File: config.mk
export PLATFORM = sky130hd
export DESIGN_NAME = ems_and_wake_nmi_config_regs
export DESIGN_NICKNAME = d
export VERILOG_FILES = /design/src/ems_nmi_pkg.sv /design/src/nmi_group_if.sv /design/src/ems_and_wake_nmi_config_regs.sv /design/src/ems_window_decode.sv /design/src/nmi_sources.sv
export SDC_FILE = /design/constraint.sdc
export NUM_CORES = 1
export LEC_CHECK = 0
export ABC_CLOCK_PERIOD_IN_PS = 2000
export BUFFER_PORTS_ARGS = -buffer_cell sky130_fd_sc_hd__buf_2
export CORE_MARGIN = 3
export CORE_UTILIZATION = 51
export CTS_BUF_LIST = sky130_fd_sc_hd__clkbuf_2 sky130_fd_sc_hd__clkbuf_4 sky130_fd_sc_hd__clkbuf_8
export CTS_CLUSTER_SIZE = 40
export DETAILED_ROUTE_END_ITERATION = 10
export GPL_TIMING_DRIVEN = 1
export PLACE_DENSITY_LB_ADDON = 0.08
export SLEW_MARGIN = 20
export SYNTH_ARGS = -nofsm -noshare
export SYNTH_HDL_FRONTEND = slang
export SYNTH_SLANG_ARGS = --single-unit
File: constraint.sdc
create_clock -name clk_i -period 2 [get_ports clk_i]
set_clock_uncertainty 0.05 [all_clocks]
set_input_delay 0.1 -clock clk_i [delete_from_list [all_inputs] [get_ports clk_i]]
set_output_delay 0.1 -clock clk_i [all_outputs]
set_load 0.005 [all_outputs]
File: src/ems_nmi_pkg.sv
package ems_nmi_pkg;

   // ---------------------------------------------------------------
   // register locations
   // ---------------------------------------------------------------
   localparam logic [7:0] EMS_CFG_INDEX = 8'h4C;
   localparam logic [7:0] RSVD_INDEX_LO = 8'h4D;
   localparam logic [7:0] RSVD_INDEX_HI = 8'h4F;
   localparam logic [15:0] NMI_CTRL_PORT = 16'h0072;
   localparam logic [11:0] GLOBAL_NMI_PORT_HI = 12'h00A; // ports A0h..AFh
   localparam logic [15:0] CFG_INDEX_PORT_DEF = 16'h0022;
   localparam logic [15:0] CFG_DATA_PORT_DEF = 16'h0023;
   localparam logic [9:0] PAGE_PORT_BASE = 10'h208;

   // ---------------------------------------------------------------
   // field layouts
   // ---------------------------------------------------------------
   localparam int PORT_SEL_LSB = 4;
   localparam int BASE_SEL_LSB = 0;
   localparam int SEL_W = 4;
   localparam int PAGE_SEL_LSB = 14; // io address bits 15:14
   localparam logic [3:0] BASE_SEL_MAX = 4'h8;
   localparam logic [5:0] WINDOW_FIRST_BLOCK = 6'h30; // c0000h in 16k blocks
   localparam int BLOCK_LSB = 14;
   localparam int PAGES = 4;
   localparam int BIT_KBCLR_EN = 6;
   localparam int BIT_SUSP_EN = 5;
   localparam int BIT_KEYBOARD_DATA_PIN_EN = 4;
   localparam int BIT_RTC_EN = 3;
   localparam int BIT_SLEEP_OFF = 2;
   localparam int BIT_FLOPPY = 1;
   localparam int BIT_GLOBAL_NMI = 7;
   localparam logic [7:0] NMI_CTRL_WMASK = 8'h7E;

   // status / enable order inside the nmi group
   localparam int SRC_RTC = 0;
   localparam int SRC_KEYBOARD_DATA_PIN = 1;
   localparam int SRC_SUSP = 2;
   localparam int SRC_KBCLR = 3;
   localparam int SRC_N = 4;

   // ---------------------------------------------------------------
   // reset values and timing
   // ---------------------------------------------------------------
   localparam logic [7:0] EMS_CFG_RESET = 8'h00;
   localparam logic [7:0] NMI_CTRL_RESET = 8'h00;
   localparam logic GLOBAL_NMI_RESET = 1'b1;
   localparam int SLEEP_HALF_CYCLES = 20;

endpackage : ems_nmi_pkg

File: src/nmi_group_if.sv
`timescale 1ns/1ps
// enables, mask and latched sources shared by the register file and the nmi logic
interface nmi_group_if;
   logic [3:0] enable;
   logic global_enable;
   logic [3:0] clear;
   logic [3:0] status;
   logic nmi;
   modport regs (output enable, output global_enable, output clear,
                 input status, input nmi);
   modport src (input enable, input global_enable, input clear,
                output status, output nmi);
endinterface : nmi_group_if

File: src/ems_and_wake_nmi_config_regs.sv
`timescale 1ns/1ps
// Overview of operation
// 16-bit mode pairs banks 0/1 and 2/3, low byte even, high byte odd.
// software picks only configurations with matched bank pairs in 16-bit systems.
// index 4Ch read/write; upper nibble selects the page-register i/o port.
// page port decodes at 208h plus sixteen times the port select.
// software avoids the reserved port-select values.
// i/o address bits 15:14 pick one of four page registers.
// lower nibble sets window base C0000h plus value times 4000h, 0 to 8.
// up to three more 16k pages follow the base, four in all.
// indices 4Dh to 4Fh are reserved and hold nothing.
// nmi control is read/write port 72h with bits 7 and 0 reserved.
// keyboard-clear enable raises nmi when port 61 bit 7 is set.
// suspend enable low suppresses power-off nmi; high lets it through.
// keyboard-data enable raises nmi on each keyboard data pulse.
// rtc enable with rtc wake input high raises nmi.
// sleep clock off bit holds the sleep clock low after halt.
// floppy power bit drives the floppy power-off output directly.
// nmi control defined bits all read zero after reset.
// global nmi enable, bit 7 of ports A0h..AFh, masks the nmi output.
// nmi to the processor is the or of latched sources.
// expanded memory configuration resets to zero.
module ems_and_wake_nmi_config_regs #(
   parameter logic [15:0] CFG_INDEX_PORT = ems_nmi_pkg::CFG_INDEX_PORT_DEF,
   parameter logic [15:0] CFG_DATA_PORT = ems_nmi_pkg::CFG_DATA_PORT_DEF,
   parameter int PAGE_W = 8,
   parameter int SLEEP_HALF = ems_nmi_pkg::SLEEP_HALF_CYCLES
) (
   input wire logic clk_i,
   input wire logic rst_n_i,
   // host i/o cycles
   input wire logic [15:0] io_addr_i,
   input wire logic [7:0] io_wdata_i,
   input wire logic io_wr_i,
   input wire logic io_rd_i,
   output logic [7:0] io_rdata_o,
   output logic io_ack_o,
   // host memory cycles
   input wire logic mem_req_i,
   input wire logic [19:0] mem_addr_i,
   input wire logic [1:0] mem_bank_i,
   input wire logic mem_low_byte_i,
   input wire logic mem_high_byte_i,
   input wire logic mode_16bit_i,
   output logic [3:0] bank_enable_o,
   output logic window_hit_o,
   output logic [PAGE_W-1:0] window_page_o,
   // wake, suspend and power pins
   input wire logic rtc_wake_input_i,
   input wire logic keyboard_data_pin_i,
   input wire logic power_off_request_i,
   input wire logic kbd_clear_bit_i,
   input wire logic [3:0] nmi_status_clear_i,
   input wire logic halt_i,
   output logic [3:0] nmi_status_o,
   output logic nmi_o,
   output logic sleep_clock_out_o,
   output logic floppy_power_off_out_o
);

   // ---------------------------------------------------------------
   // register file state
   // ---------------------------------------------------------------
   logic [7:0] cfg_index;
   logic [7:0] expanded_memory_config;
   logic [7:0] wake_nmi_power_control;
   logic global_nmi_enable;
   logic [PAGE_W-1:0] page_reg [ems_nmi_pkg::PAGES];
   logic [7:0] next_cfg_index;
   logic [7:0] next_expanded_memory_config;
   logic [7:0] next_wake_nmi_power_control;
   logic next_global_nmi_enable;
   logic [7:0] next_rdata;
   logic next_ack;

   logic [3:0] page_port_select;
   logic [3:0] page_window_base;
   logic [9:0] page_port;
   logic [1:0] page_idx;
   logic hit_index;
   logic hit_data;
   logic hit_nmi_ctrl;
   logic hit_global;
   logic hit_page;
   logic rsvd_index;

   assign page_port_select = expanded_memory_config[ems_nmi_pkg::PORT_SEL_LSB +: 4];
   assign page_window_base = expanded_memory_config[ems_nmi_pkg::BASE_SEL_LSB +: 4];

   // ---------------------------------------------------------------
   // i/o address decode
   // ---------------------------------------------------------------
   // page port sits in the low ten bits; bits 15:14 carry the page number,
   // so only bits 13:10 are required to be zero for a clean decode
   always_comb begin
      page_port = ems_nmi_pkg::PAGE_PORT_BASE + {2'b00, page_port_select, 4'h0};
      page_idx = io_addr_i[ems_nmi_pkg::PAGE_SEL_LSB +: 2];
      hit_index = (io_addr_i == CFG_INDEX_PORT);
      hit_data = (io_addr_i == CFG_DATA_PORT);
      hit_nmi_ctrl = (io_addr_i == ems_nmi_pkg::NMI_CTRL_PORT);
      hit_global = (io_addr_i[15:4] == ems_nmi_pkg::GLOBAL_NMI_PORT_HI);
      hit_page = (io_addr_i[13:10] == 4'h0) && (io_addr_i[9:0] == page_port);
      rsvd_index = (cfg_index >= ems_nmi_pkg::RSVD_INDEX_LO)
                   && (cfg_index <= ems_nmi_pkg::RSVD_INDEX_HI);
   end

   // ---------------------------------------------------------------
   // register writes
   // ---------------------------------------------------------------
   // writes to reserved indices are dropped: nothing is stored there
   always_comb begin
      next_cfg_index = cfg_index;
      next_expanded_memory_config = expanded_memory_config;
      next_wake_nmi_power_control = wake_nmi_power_control;
      next_global_nmi_enable = global_nmi_enable;
      if (io_wr_i) begin
         if (hit_index) begin
            next_cfg_index = io_wdata_i;
         end
         if (hit_data && (cfg_index == ems_nmi_pkg::EMS_CFG_INDEX)) begin
            next_expanded_memory_config = io_wdata_i;
         end
         if (hit_nmi_ctrl) begin
            next_wake_nmi_power_control = io_wdata_i & ems_nmi_pkg::NMI_CTRL_WMASK;
         end
         if (hit_global) begin
            next_global_nmi_enable = io_wdata_i[ems_nmi_pkg::BIT_GLOBAL_NMI];
         end
      end
   end

   always_ff @(posedge clk_i) begin
      if (!rst_n_i) begin
         cfg_index <= 8'h00;
         expanded_memory_config <= ems_nmi_pkg::EMS_CFG_RESET;
         wake_nmi_power_control <= ems_nmi_pkg::NMI_CTRL_RESET;
         global_nmi_enable <= ems_nmi_pkg::GLOBAL_NMI_RESET;
      end else begin
         cfg_index <= next_cfg_index;
         expanded_memory_config <= next_expanded_memory_config;
         wake_nmi_power_control <= next_wake_nmi_power_control;
         global_nmi_enable <= next_global_nmi_enable;
      end
   end

   // page registers keep their contents over reset like plain storage
   always_ff @(posedge clk_i) begin
      if (io_wr_i && hit_page) begin
         page_reg[page_idx] <= io_wdata_i[PAGE_W-1:0];
      end
   end

   // ---------------------------------------------------------------
   // register reads
   // ---------------------------------------------------------------
   // the global enable port is write-only and gives no read answer
   always_comb begin
      next_rdata = 8'h00;
      next_ack = 1'b0;
      if (io_rd_i) begin
         if (hit_index) begin
            next_rdata = cfg_index;
            next_ack = 1'b1;
         end else if (hit_data && (cfg_index == ems_nmi_pkg::EMS_CFG_INDEX)) begin
            next_rdata = expanded_memory_config;
            next_ack = 1'b1;
         end else if (hit_data && rsvd_index) begin
            next_rdata = 8'h00;
            next_ack = 1'b1;
         end else if (hit_nmi_ctrl) begin
            next_rdata = wake_nmi_power_control;
            next_ack = 1'b1;
         end else if (hit_page) begin
            next_rdata = 8'(page_reg[page_idx]);
            next_ack = 1'b1;
         end
      end else if (io_wr_i) begin
         next_ack = hit_index || hit_nmi_ctrl || hit_global || hit_page
                    || (hit_data && (rsvd_index || (cfg_index == ems_nmi_pkg::EMS_CFG_INDEX)));
      end
   end

   always_ff @(posedge clk_i) begin
      if (!rst_n_i) begin
         io_rdata_o <= 8'h00;
         io_ack_o <= 1'b0;
      end else begin
         io_rdata_o <= next_rdata;
         io_ack_o <= next_ack;
      end
   end

   // ---------------------------------------------------------------
   // memory side: bank pairing and page window
   // ---------------------------------------------------------------
   logic win_hit;
   logic [1:0] win_page;
   logic [3:0] next_bank_enable;
   logic next_window_hit;
   logic [PAGE_W-1:0] next_window_page;

   ems_window_decode u_window (
      .clk_i (clk_i),
      .rst_n_i (rst_n_i),
      .base_sel_i (page_window_base),
      .mem_addr_i (mem_addr_i),
      .hit_o (win_hit),
      .page_o (win_page)
   );

   // software must program a valid paired layout; no check is made here
   always_comb begin
      next_bank_enable = 4'h0;
      next_window_hit = 1'b0;
      next_window_page = '0;
      if (mem_req_i) begin
         if (mode_16bit_i) begin
            next_bank_enable[{mem_bank_i[1], 1'b0}] = mem_low_byte_i;
            next_bank_enable[{mem_bank_i[1], 1'b1}] = mem_high_byte_i;
         end else begin
            next_bank_enable[mem_bank_i] = 1'b1;
         end
         next_window_hit = win_hit;
         next_window_page = win_hit ? page_reg[win_page] : '0;
      end
   end

   always_ff @(posedge clk_i) begin
      if (!rst_n_i) begin
         bank_enable_o <= 4'h0;
         window_hit_o <= 1'b0;
         window_page_o <= '0;
      end else begin
         bank_enable_o <= next_bank_enable;
         window_hit_o <= next_window_hit;
         window_page_o <= next_window_page;
      end
   end

   // ---------------------------------------------------------------
   // nmi sources
   // ---------------------------------------------------------------
   nmi_group_if grp ();

   assign grp.enable[ems_nmi_pkg::SRC_RTC] = wake_nmi_power_control[ems_nmi_pkg::BIT_RTC_EN];
   assign grp.enable[ems_nmi_pkg::SRC_KEYBOARD_DATA_PIN] =
      wake_nmi_power_control[ems_nmi_pkg::BIT_KEYBOARD_DATA_PIN_EN];
   assign grp.enable[ems_nmi_pkg::SRC_SUSP] = wake_nmi_power_control[ems_nmi_pkg::BIT_SUSP_EN];
   assign grp.enable[ems_nmi_pkg::SRC_KBCLR] =
      wake_nmi_power_control[ems_nmi_pkg::BIT_KBCLR_EN];
   assign grp.global_enable = global_nmi_enable;
   assign grp.clear = nmi_status_clear_i;

   nmi_sources u_nmi (
      .clk_i (clk_i),
      .rst_n_i (rst_n_i),
      .rtc_wake_input_i (rtc_wake_input_i),
      .keyboard_data_pin_i (keyboard_data_pin_i),
      .power_off_request_i (power_off_request_i),
      .kbd_clear_bit_i (kbd_clear_bit_i),
      .grp (grp.src)
   );

   assign nmi_status_o = grp.status;
   assign nmi_o = grp.nmi;
   assign floppy_power_off_out_o = wake_nmi_power_control[ems_nmi_pkg::BIT_FLOPPY];

   // ---------------------------------------------------------------
   // sleep clock
   // ---------------------------------------------------------------
   typedef enum logic [0:0] {
      SLEEP_RUN = 1'b0,
      SLEEP_HELD = 1'b1
   } sleep_state_t;

   sleep_state_t sleep_state;
   sleep_state_t next_sleep_state;
   logic [7:0] sleep_cnt;
   logic [7:0] next_sleep_cnt;
   logic next_sleep_clock;

   // with the off bit set, halt parks the clock low; any delivered nmi, or clearing the bit, restarts it
   always_comb begin
      next_sleep_state = sleep_state;
      next_sleep_cnt = sleep_cnt;
      next_sleep_clock = sleep_clock_out_o;
      unique case (sleep_state)
         SLEEP_RUN: begin
            if (halt_i && wake_nmi_power_control[ems_nmi_pkg::BIT_SLEEP_OFF]) begin
               next_sleep_state = SLEEP_HELD;
               next_sleep_clock = 1'b0;
               next_sleep_cnt = 8'h00;
            end else if (sleep_cnt == 8'(SLEEP_HALF - 1)) begin
               next_sleep_cnt = 8'h00;
               next_sleep_clock = ~sleep_clock_out_o;
            end else begin
               next_sleep_cnt = sleep_cnt + 8'h01;
            end
         end
         SLEEP_HELD: begin
            next_sleep_clock = 1'b0;
            if (nmi_o || !wake_nmi_power_control[ems_nmi_pkg::BIT_SLEEP_OFF]) begin
               next_sleep_state = SLEEP_RUN;
            end
         end
      endcase
   end

   always_ff @(posedge clk_i) begin
      if (!rst_n_i) begin
         sleep_state <= SLEEP_RUN;
         sleep_cnt <= 8'h00;
         sleep_clock_out_o <= 1'b0;
      end else begin
         sleep_state <= next_sleep_state;
         sleep_cnt <= next_sleep_cnt;
         sleep_clock_out_o <= next_sleep_clock;
      end
   end
endmodule : ems_and_wake_nmi_config_regs

File: src/ems_window_decode.sv
`timescale 1ns/1ps
// ---------------------------------------------------------------
// page window decoder
// ---------------------------------------------------------------
module ems_window_decode (
   input wire logic clk_i,
   input wire logic rst_n_i,
   input wire logic [3:0] base_sel_i,
   input wire logic [19:0] mem_addr_i,
   output logic hit_o,
   output logic [1:0] page_o
);
   logic [5:0] block;
   logic [5:0] first;
   logic [5:0] diff;

   // work in 16k blocks so the window edges are plain compares
   always_comb begin
      block = mem_addr_i[19:ems_nmi_pkg::BLOCK_LSB];
      first = ems_nmi_pkg::WINDOW_FIRST_BLOCK + {2'b00, base_sel_i};
      diff = block - first;
      // reserved base values open no window at all
      hit_o = (base_sel_i <= ems_nmi_pkg::BASE_SEL_MAX) && (block >= first)
              && (diff < 6'(ems_nmi_pkg::PAGES));
      page_o = diff[1:0];
   end
endmodule : ems_window_decode

File: src/nmi_sources.sv
`timescale 1ns/1ps
// ---------------------------------------------------------------
// wake and suspend nmi sources
// ---------------------------------------------------------------
module nmi_sources (
   input wire logic clk_i,
   input wire logic rst_n_i,
   input wire logic rtc_wake_input_i,
   input wire logic keyboard_data_pin_i,
   input wire logic power_off_request_i,
   input wire logic kbd_clear_bit_i,
   nmi_group_if.src grp
);
   logic [1:0] sync [3];
   logic keyboard_data_pin_prev;
   logic [3:0] status;
   logic nmi;
   logic [3:0] next_status;
   logic next_nmi;
   logic [2:0] pins;

   assign pins = {power_off_request_i, keyboard_data_pin_i, rtc_wake_input_i};

   // two flops per pin; only the second stage is looked at
   for (genvar g = 0; g < 3; g++) begin : g_sync
      always_ff @(posedge clk_i) begin
         if (!rst_n_i) begin
            sync[g] <= 2'b00;
         end else begin
            sync[g] <= {sync[g][0], pins[g]};
         end
      end
   end

   // level sources follow their input, pulse sources stick until cleared
   always_comb begin
      next_status[ems_nmi_pkg::SRC_RTC] = grp.enable[ems_nmi_pkg::SRC_RTC] & sync[0][1];
      next_status[ems_nmi_pkg::SRC_SUSP] = grp.enable[ems_nmi_pkg::SRC_SUSP] & sync[2][1];
      // set beats clear so a pulse in the clearing cycle is kept
      next_status[ems_nmi_pkg::SRC_KEYBOARD_DATA_PIN] = (status[ems_nmi_pkg::SRC_KEYBOARD_DATA_PIN]
         & ~grp.clear[ems_nmi_pkg::SRC_KEYBOARD_DATA_PIN])
         | (grp.enable[ems_nmi_pkg::SRC_KEYBOARD_DATA_PIN] & sync[1][1] & ~keyboard_data_pin_prev);
      next_status[ems_nmi_pkg::SRC_KBCLR] = (status[ems_nmi_pkg::SRC_KBCLR]
         & ~grp.clear[ems_nmi_pkg::SRC_KBCLR])
         | (grp.enable[ems_nmi_pkg::SRC_KBCLR] & kbd_clear_bit_i);
      // sources latch even while masked; only the output is gated
      next_nmi = grp.global_enable & (|status);
   end

   always_ff @(posedge clk_i) begin
      if (!rst_n_i) begin
         status <= 4'h0;
         nmi <= 1'b0;
         keyboard_data_pin_prev <= 1'b0;
      end else begin
         status <= next_status;
         nmi <= next_nmi;
         keyboard_data_pin_prev <= sync[1][1];
      end
   end

   assign grp.status = status;
   assign grp.nmi = nmi;
endmodule : nmi_sources
==> results.cfg, run 1 <==
[run_status]
status = finished, final reports clean

[timing]
setup_tns_ns = 0
fin_ws_ns = 0.0210
finalSetupViolCount = 0
rsz0062_at_grt = true
min_period_ns = 1.98
drv_slew = 0
fin_crit_sh_pct = 98.9
tightest_slew_ns = 0.509
hold_viol_final = 0
fmax_mhz = 505
hold_ws_ns = 0.0442
slew_headroom_pct = 65.9

[place]
gp_congestion = 0.993
pre_cts_ws_ns = -0.0374
dp_hpwl_mm = 9.46
port-buffer-count = 75
place_area_um2 = 5200

[cts]
clkTransAtPathRegs_ns = 0.11
cts_buffers = 9
clock_latency_ns = 0.37
htree_levels = 3
clockBufferDepth = 2
cts_root_buffer = clkbuf_8
clock-sinks = 99
cts_tree = yes
post_cts.repair.setup_buffers = 0

[cells_and_area]
syn_to_final_growth_pct = 24.5
largest_register_ffs = 32
nNetsFinal = 600
design_area_um2 = 5670
insertedDiodeCount = 0
drive_gt1_share_pct = 31.3
fill_cells = 679

[job]
maxCapViolCount = 0

[critical_path]
path_cells = ha_4, inv_2, fa_1, buf_12, mux4_2, inv_2, a211oi_1
cp.depth = 7
slowest_delay_ns = 0.53
end_kind = flip-flop
rr_worst_depth = 7
cp_top_family = adder cells
arrival_ns = 2.18
rrSetupSlack_ns = 0.02
startpoint_type = flip-flop
cp_common_cell = inv_2
cp.required_ns = 2.20
crit_fanout = 8
cp_slowest_cell = fa_1
criticalPathCategory = flip-flop to flip-flop
worst-path-buf-inv = 3

[power]
clkPwrFrac_pct = 34.7
totalPowerFinal_mw = 3.69
power.switching_uw = 960
comb_power_share_pct = 8.6
leakagePower_nw = 2.19
p_sw_share_pct = 26.0
pwr-share-seq_pct = 56.6
p_per_area_nw_per_um2 = 651
p_int_mw = 2.73
ir_drop_uv = 450

[yosys]
synthFlopType = dfxtp_1
synth_area_per_cell_um2 = 11.0
synth-edff-count = 32
yosysWarnings = 0
synth_commonest_cells = dfxtp_1, a21oi_1, edfxtp_1
yosysSeqAreaShare_pct = 50.6
netlist_area_um2 = 4550
synthArstFlopShare_pct = 0
synth_fp_nets = 483
synth_cell_types = 60
syn_inst = 414
yosys.area.top_type = dfxtp_1
synth-seq-cells = 99
synth_top_cell_area_share_pct = 29.5
synth_most_common_cell = dfxtp_1
synthTopCellsByArea = dfxtp_1, edfxtp_1, mux4_2, a21oi_1, nand4_1

[drt]
drc_errors = 0
num_vias = 3949
avgViaCountPerCell = 6.16
ant_nets = 0
wl_per_cell_um = 20.1
drtPass1Iterations = 5
drt_iter0_markers = 334
totalWireLength_mm = 12.9

[global_route]
grt_pass1_wl_mm = 19.9
grt_pass1_vias = 3680
antenna_found_initial = 0
overflow = 0
grt_max_degree = 25
track_usage_pct = 26.1

[die]
rows = 33
ios = 92
coreArea_um2 = 8420
dieArea_um2 = 10100
die_w_um = 100
initial_utilization_pct = 54.1
die_height_um = 100

[hold_path]
hold_depth = 2
min_path_type = input pin to flip-flop
[final cells by class]
class / instances / area (um2) / share of cell area (%)
Clock buffer: 9 / 124 / 2.19
Clock inverter: 7 / 78.8 / 1.39
Inverter: 20 / 75.1 / 1.32
Multi-Input combinational cell: 270 / 2090 / 36.8
Sequential cell: 99 / 2300 / 40.6
Tap cell: 105 / 131 / 2.32
Timing Repair Buffer: 131 / 868 / 15.3
[routing by layer]
metal	track usage [%]	routed length, um	vias to the layer above
li1	-	-	1827
met1	38.7	5790	1872
met2	37.7	5590	232
met3	7.06	1310	16
met4	6.32	164	2
met5	4.10	49	-
[timing repair]
item / in CTS / in global routing
endpoints found under the hold margin: 39 / 4
pin swaps: 0 / 0
resized for setup: 7 / 5
setup endpoints to repair: 8 / 8
hold buffers: 22 / 2
[cell usage in the layout, fill, tap and decap left out, types with 3 or more instances in the layout]
| cell type | instances |
|---|---|
| inv_2 | 7 |
| mux4_2 | 15 |
| and2_1 | 10 |
| and4_1 | 5 |
| xnor2_1 | 4 |
| o21ai_0 | 25 |
| o311a_1 | 3 |
| edfxtp_1 | 32 |
| a31o_2 | 3 |
| o221a_1 | 6 |
| a211oi_1 | 9 |
| a21oi_1 | 38 |
| nor3_1 | 7 |
| ha_1 | 4 |
| nor4_1 | 3 |
| dfxtp_1 | 66 |
| buf_2 | 75 |
| buf_4 | 31 |
| inv_1 | 13 |
| nand2_1 | 10 |
| o32ai_1 | 5 |
| clkbuf_8 | 9 |
| nor2_1 | 17 |
| nand4_1 | 21 |
| dlygate4sd3_1 | 24 |
| and3_1 | 12 |
| nand3_1 | 25 |
[cell families (layout without fill, tap and decap cells)]
family          count (synthesis)  in the layout  share of synthesized area [%]
simple gates                  137            137                           19.2
compound gates                104            104                           14.7
flops                          99             99                           50.6
buf+inv                        45            167                           4.31
mux                            17             17                           8.22
fa+ha+maj                       6              6                           1.81
xor+xnor                        6              6                           1.15
[power by group through the flow]
stage | Sequential (mW) | Clock (mW) | Combinational, mW
3_5_place_dp | 2.14 | 0 | 0.274
5_1_grt | 2.09 | 1.40 | 0.347
6_report | 2.09 | 1.28 | 0.319
2_1_floorplan | 2.14 | 0 | 0.140
3_3_place_gp | 2.14 | 0 | 0.268
4_1_cts | 2.09 | 1.31 | 0.310
[through the flow]
| step | std cells | utilization [%] |
|---|---|---|
| CTS | 639 | 67.0 |
| detailed placement | 601 | 61.8 |
| finish | 641 | 67.3 |
| global placement | 601 | 61.8 |
| global route | 641 | 67.3 |
| floorplan | 414 | - |
[final timing paths]
path	endpoint	from
min reg2reg	u_nmi.sync[2][1]$_SDFF_PN0_	u_nmi.sync[2][0]$_SDFF_PN0_
max	window_page_o[5]$_SDFF_PN0_	expanded_memory_config[0]$_SDFFE_PN0P_
min	io_ack_o$_SDFF_PN0_	io_rd_i
max reg2reg	window_page_o[5]$_SDFF_PN0_	expanded_memory_config[0]$_SDFFE_PN0P_
No activity file was read; power rests on OpenSTA's default activity.
==> run 2: changes to the inputs <==
MAX_ROUTING_LAYER = met4   (was not set)
RECOVER_POWER = 50   (was not set)
==> run 2 against run 1 <==
- the flow now finishes with violations (negative setup slack)
- sequential power is essentially flat
- global-route usage grew 1.3 points
- cell area shrank 0.93%
- clock power grew 10%
- sequential cell count is the same
- combinational power shrank 3%
- setup slack lost 0.051 ns
- critical path type unchanged
- critical endpoint is now window_page_o[4]$_SDFF_PN0_
- critical path depth is the same
- worst hold slack gained 0.0089 ns
- wire length grew 0.74%
- via count is essentially flat
==> results.cfg, run 2 (same netlist as run 1, synthesis figures left out) <==
[global_route]
track_usage_pct = 27.3
overflow = 0
grt_pass1_wl_mm = 20.4
antenna_found_initial = 0
grt_pass1_vias = 3778
grt_max_degree = 30

[die]
die_w_um = 100
coreArea_um2 = 8420
rows = 33
dieArea_um2 = 10100
ios = 92
initial_utilization_pct = 54.1
die_height_um = 100

[place]
gp_congestion = 0.996
place_area_um2 = 5180
port-buffer-count = 75
pre_cts_ws_ns = -0.0871
dp.cells = 598
dp_hpwl_mm = 9.48

[power]
power.switching_uw = 957
totalPowerFinal_mw = 3.81
p_int_mw = 2.85
leakagePower_nw = 2.11
pwr-share-seq_pct = 54.9
clkPwrFrac_pct = 36.9
comb_power_share_pct = 8.2
ir_drop_uv = 389
p_sw_share_pct = 25.1
p_per_area_nw_per_um2 = 678

[cells_and_area]
layout.cells.non_filler = 636
layout_common_cells = dfxtp_1, buf_2, a21oi_1
drive_gt1_share_pct = 27.9
utilization_pct = 66.7
layout_commonest_cell = dfxtp_1
nNetsFinal = 595
largest_register_ffs = 32
fill_cells = 680
insertedDiodeCount = 0
multi_input_area_um2 = 2070
design_area_um2 = 5620
syn_to_final_growth_pct = 23.3
seq_area_um2 = 2300

[drt]
ant_nets = 0
drtPass1Iterations = 5
wl_per_cell_um = 20.4
drc_errors = 0
num_vias = 3947
drt_iter0_markers = 410
avgViaCountPerCell = 6.21
totalWireLength_mm = 13.0

[cts]
clkTransAtPathRegs_ns = 0.10
cts_root_buffer = clkbuf_8
clock-sinks = 99
cts_buffers = 9
cts_tree = yes
htree_levels = 3
clock_latency_ns = 0.38
clockBufferDepth = 2

[timing]
tightest_slew_ns = 0.930
min_period_ns = 2.03
slew_headroom_pct = 38.0
drv_slew = 0
fin_ws_ns = -0.0302
fmax_mhz = 493
rsz0062_at_grt = true
hold_viol_final = 0
finalSetupViolCount = 1
fin_crit_sh_pct = 102

[critical_path]
crit_fanout = 8
arrival_ns = 2.22
criticalPathCategory = flip-flop to flip-flop
rr_worst_depth = 7
cp.required_ns = 2.19
end_kind = flip-flop
rrSetupSlack_ns = -0.03
r2r_end = window_page_o[4]$_SDFF_PN0_
startpoint_type = flip-flop
r2r-start = expanded_memory_config[0]$_SDFFE_PN0P_

[hold_path]
worstHoldEndpoint = bank_enable_o[0]$_SDFF_PN0_
hold_depth = 3
hp-start = mode_16bit_i
min_path_type = input pin to flip-flop

[run_status]
status = finished with violations
violations = negative setup slack

[job]
maxCapViolCount = 0
-- run 2: final cells by class --
type | instances | area share, %
flip-flops and latches | 99 | 41.0
multi-input cells | 270 | 36.9
repair buffers | 126 | 14.2
well taps | 105 | 2.34
clock buffers | 9 | 2.21
clock inverters | 7 | 1.92
inverters | 20 | 1.34
-- run 2: worst max-delay path by stage --
stage                                                      start                     endpoint  slack, ns  cells past startpoint
final                     expanded_memory_config[0]$_SDFFE_PN0P_  window_page_o[4]$_SDFF_PN0_      -0.03                      7
after global routing      expanded_memory_config[0]$_SDFFE_PN0P_  window_page_o[4]$_SDFF_PN0_      -0.09                      7
after CTS                 expanded_memory_config[0]$_SDFFE_PN0P_  window_page_o[4]$_SDFF_PN0_      -0.04                      7
after detailed placement  expanded_memory_config[0]$_SDFFE_PN0P_  window_page_o[4]$_SDFF_PN0_      -0.09                      7
after global placement    expanded_memory_config[0]$_SDFFE_PN0P_  window_page_o[5]$_SDFF_PN0_       0.01                      7
after floorplan           expanded_memory_config[0]$_SDFFE_PN0P_  window_page_o[0]$_SDFF_PN0_       0.04                      7
-- run 2: layer usage --
layer,share of wire (%),vias to the layer above,routed length [um],global-route usage [%]
met3,9.9,29,1290,5.74
met1,44,1874,5780,39.0
met2,44,223,5730,40.0
li1,-,1821,-,-
met5,0,-,0,-
met4,1.6,0,204,7.25
-- run 2: worst max-delay path, cell delays in order, from the launching register on --
cell	delay, ns
dfxtp_2	0.36
ha_4	0.13
inv_2	0.03
fa_1	0.53
buf_12	0.15
mux4_2	0.52
inv_2	0.07
a211oi_1	0.05
-- run 2: metrics by stage --
stage	hold WS [ns]	setup TNS [ns]
after floorplan	0.129	0
after global placement	0.253	0
after detailed placement	0.255	-0.267
after CTS	0.0101	-0.0493
after global routing	0.0868	-0.424
final	0.0531	-0.0302
-- run 2: power groups by stage --
| stage | logic (mW) | clock network, mW | registers [mW] |
|---|---|---|---|
| floorplan | 0.140 | 0 | 2.14 |
| CTS | 0.313 | 1.44 | 2.09 |
| global placement | 0.270 | 0 | 2.14 |
| global route | 0.341 | 1.53 | 2.09 |
| finish | 0.311 | 1.41 | 2.09 |
| detailed placement | 0.277 | 0 | 2.14 |
-- run 2: what timing repair did --
| action | 4_1_cts | 5_1_grt |
|---|---|---|
| hold buffers | 20 | 1 |
| hold endpoints to repair | 35 | 1 |
| buffers inserted | 1 | 0 |
| endpoints found under the setup margin | 8 | 8 |
| gates resized for setup | 9 | 2 |
==> run 3: changes to the inputs <==
CORE_MARGIN = not set   (was 3)
==> run 3 against run 2 <==
- the flow now finishes without violations
- clock power down 12%
- global-route usage increased by 1.3 points
- total power shrank 4.1%
- sequential share of layout area down 0.17 points
- setup slack improved by 0.058 ns
- critical path depth did not move
- maximum frequency up 2.9%
- utilization decreased by 1.7 points
- die area fell by 7.8%
- critical endpoint is now window_page_o[1]$_SDFF_PN0_
- largest cell class unchanged
- largest power group unchanged
==> results.cfg, run 3 (same netlist as run 1, synthesis figures left out) <==
[hold_path]
min_path_type = input pin to flip-flop

[cells_and_area]
seq_area_um2 = 2300
insertedDiodeCount = 0
multi_input_area_um2 = 2090
layout_commonest_cell = dfxtp_1
fill_cells = 719
largest_register_ffs = 32
drive_gt1_share_pct = 25.8
layout_common_cells = dfxtp_1, buf_2, a21oi_1
design_area_um2 = 5640
syn_to_final_growth_pct = 23.9
nNetsFinal = 603

[drt]
totalWireLength_mm = 12.4
avgViaCountPerCell = 6.11
routed.top_layer = met4
drc_errors = 0
wl_met3_mm = 1.12
wl_met1_mm = 5.75
drt_iter0_markers = 389
wl_per_cell_um = 19.2
ant_nets = 0
num_vias = 3955
drtPass1Iterations = 5
wl_met2_mm = 5.30

[timing]
tightest_slew_ns = 0.642
finalSetupViolCount = 0
drv_slew = 0
fin_crit_sh_pct = 98.6
slew_headroom_pct = 57.2
setup_tns_ns = 0
rsz0062_at_grt = true
min_period_ns = 1.97
fmax_mhz = 507
hold_viol_final = 0

[global_route]
grt_pass1_vias = 3454
antenna_found_initial = 0
grt_pass1_wl_mm = 18.5
overflow = 0
grt_max_degree = 20
track_usage_pct = 28.6

[place]
place_area_um2 = 5240
dp_hpwl_mm = 9.22
port-buffer-count = 75
gp_congestion = 0.963

[critical_path]
end_kind = flip-flop
slowest_delay_ns = 0.53
startpoint_type = flip-flop
crit_fanout = 8
cp_slowest_cell = fa_1
arrival_ns = 2.17
cp_top_family = adder cells
worst-path-buf-inv = 3
path_cells = ha_4, inv_2, fa_1, buf_12, mux4_2, inv_2, a211oi_1
cp_common_cell = inv_2
cp.required_ns = 2.19
rrSetupSlack_ns = 0.03
criticalPathCategory = flip-flop to flip-flop

[die]
coreArea_um2 = 8680
dieArea_um2 = 9310
ios = 92
die_w_um = 96.5
rows = 34
initial_utilization_pct = 52.5
die_height_um = 96.5

[cts]
clkTransAtPathRegs_ns = 0.09
clock-sinks = 99
clockBufferDepth = 2
cts_buffers = 9
clock_latency_ns = 0.37
cts_root_buffer = clkbuf_8
htree_levels = 3
cts_tree = yes

[run_status]
status = finished, final reports clean

[power]
power.switching_uw = 932
clkPwrFrac_pct = 34.1
leakagePower_nw = 2.06
p_int_mw = 2.72
pwr-share-seq_pct = 57.2
comb_power_share_pct = 8.7
ir_drop_uv = 337
p_per_area_nw_per_um2 = 647
p_sw_share_pct = 25.5

[job]
maxCapViolCount = 0
-- run 3: changes by cell type in the layout (fill, tap and decap cells not counted), sizes merged --
cell,previous run,this run
buf,88,78
bufinv,1,0
clkbuf,26,43
clkinv,4,2
clkinvlp,0,1
dlygate4sd3,21,22
inv,22,24
-- run 3: path summary, 6_finish.rpt --
kind	cells past startpoint	endpoint	from
hold / removal	3	bank_enable_o[1]$_SDFF_PN0_	mem_bank_i[0]
setup / recovery	7	window_page_o[1]$_SDFF_PN0_	expanded_memory_config[0]$_SDFFE_PN0P_
setup reg to reg	7	window_page_o[1]$_SDFF_PN0_	expanded_memory_config[0]$_SDFFE_PN0P_
hold reg to reg	1	u_nmi.sync[0][1]$_SDFF_PN0_	u_nmi.sync[0][0]$_SDFF_PN0_
-- run 3: tightest hold or removal path, cell delays in order --
cell and delay, ns:
buf_2 0.09, mux2i_1 0.09, nor3_1 0.13
-- run 3: area by class of cell --
class | count | area share (%)
clock buffers | 9 | 2.20
clock inverters | 7 | 1.20
inverters | 20 | 1.33
multi-input cells | 270 | 37.1
flip-flops and latches | 99 | 40.8
well taps | 108 | 2.40
repair buffers | 134 | 14.9
-- run 3: layer usage --
layer | up-vias | global-route usage (%)
li1 | 1836 | -
met1 | 1868 | 40.9
met2 | 220 | 42.1
met3 | 31 | 4.93
met4 | 0 | 7.72
met5 | - | -
-- run 3: power by group through the flow --
stage | combinational [mW] | sequential [mW] | clock [mW]
finish | 0.317 | 2.09 | 1.24
global route | 0.344 | 2.09 | 1.35
CTS | 0.315 | 2.09 | 1.27
detailed placement | 0.279 | 2.14 | 0
global placement | 0.273 | 2.14 | 0
floorplan | 0.140 | 2.14 | 0
-- run 3: timing repair --
item                                    in CTS  in global routing
hold buffers                                21                  1
gates resized for setup                      7                  5
endpoints found under the setup margin       6                 10
setup buffers                                1                  0
hold endpoints to repair                    38                  4
-- run 3: metrics by stage --
stage	hold slack (ns)	total power [mW]	setup WS (ns)	cells	utilization [%]
finish	0.0420	3.65	0.0278	647	65.0
global route	0.0667	3.79	-0.0506	647	65.0
CTS	0.00263	3.67	0.00141	646	65.3
detailed placement	0.256	2.42	-0.0391	608	60.4
global placement	0.252	2.41	0.0210	608	60.4
floorplan	0.129	2.28	0.0352	414	-
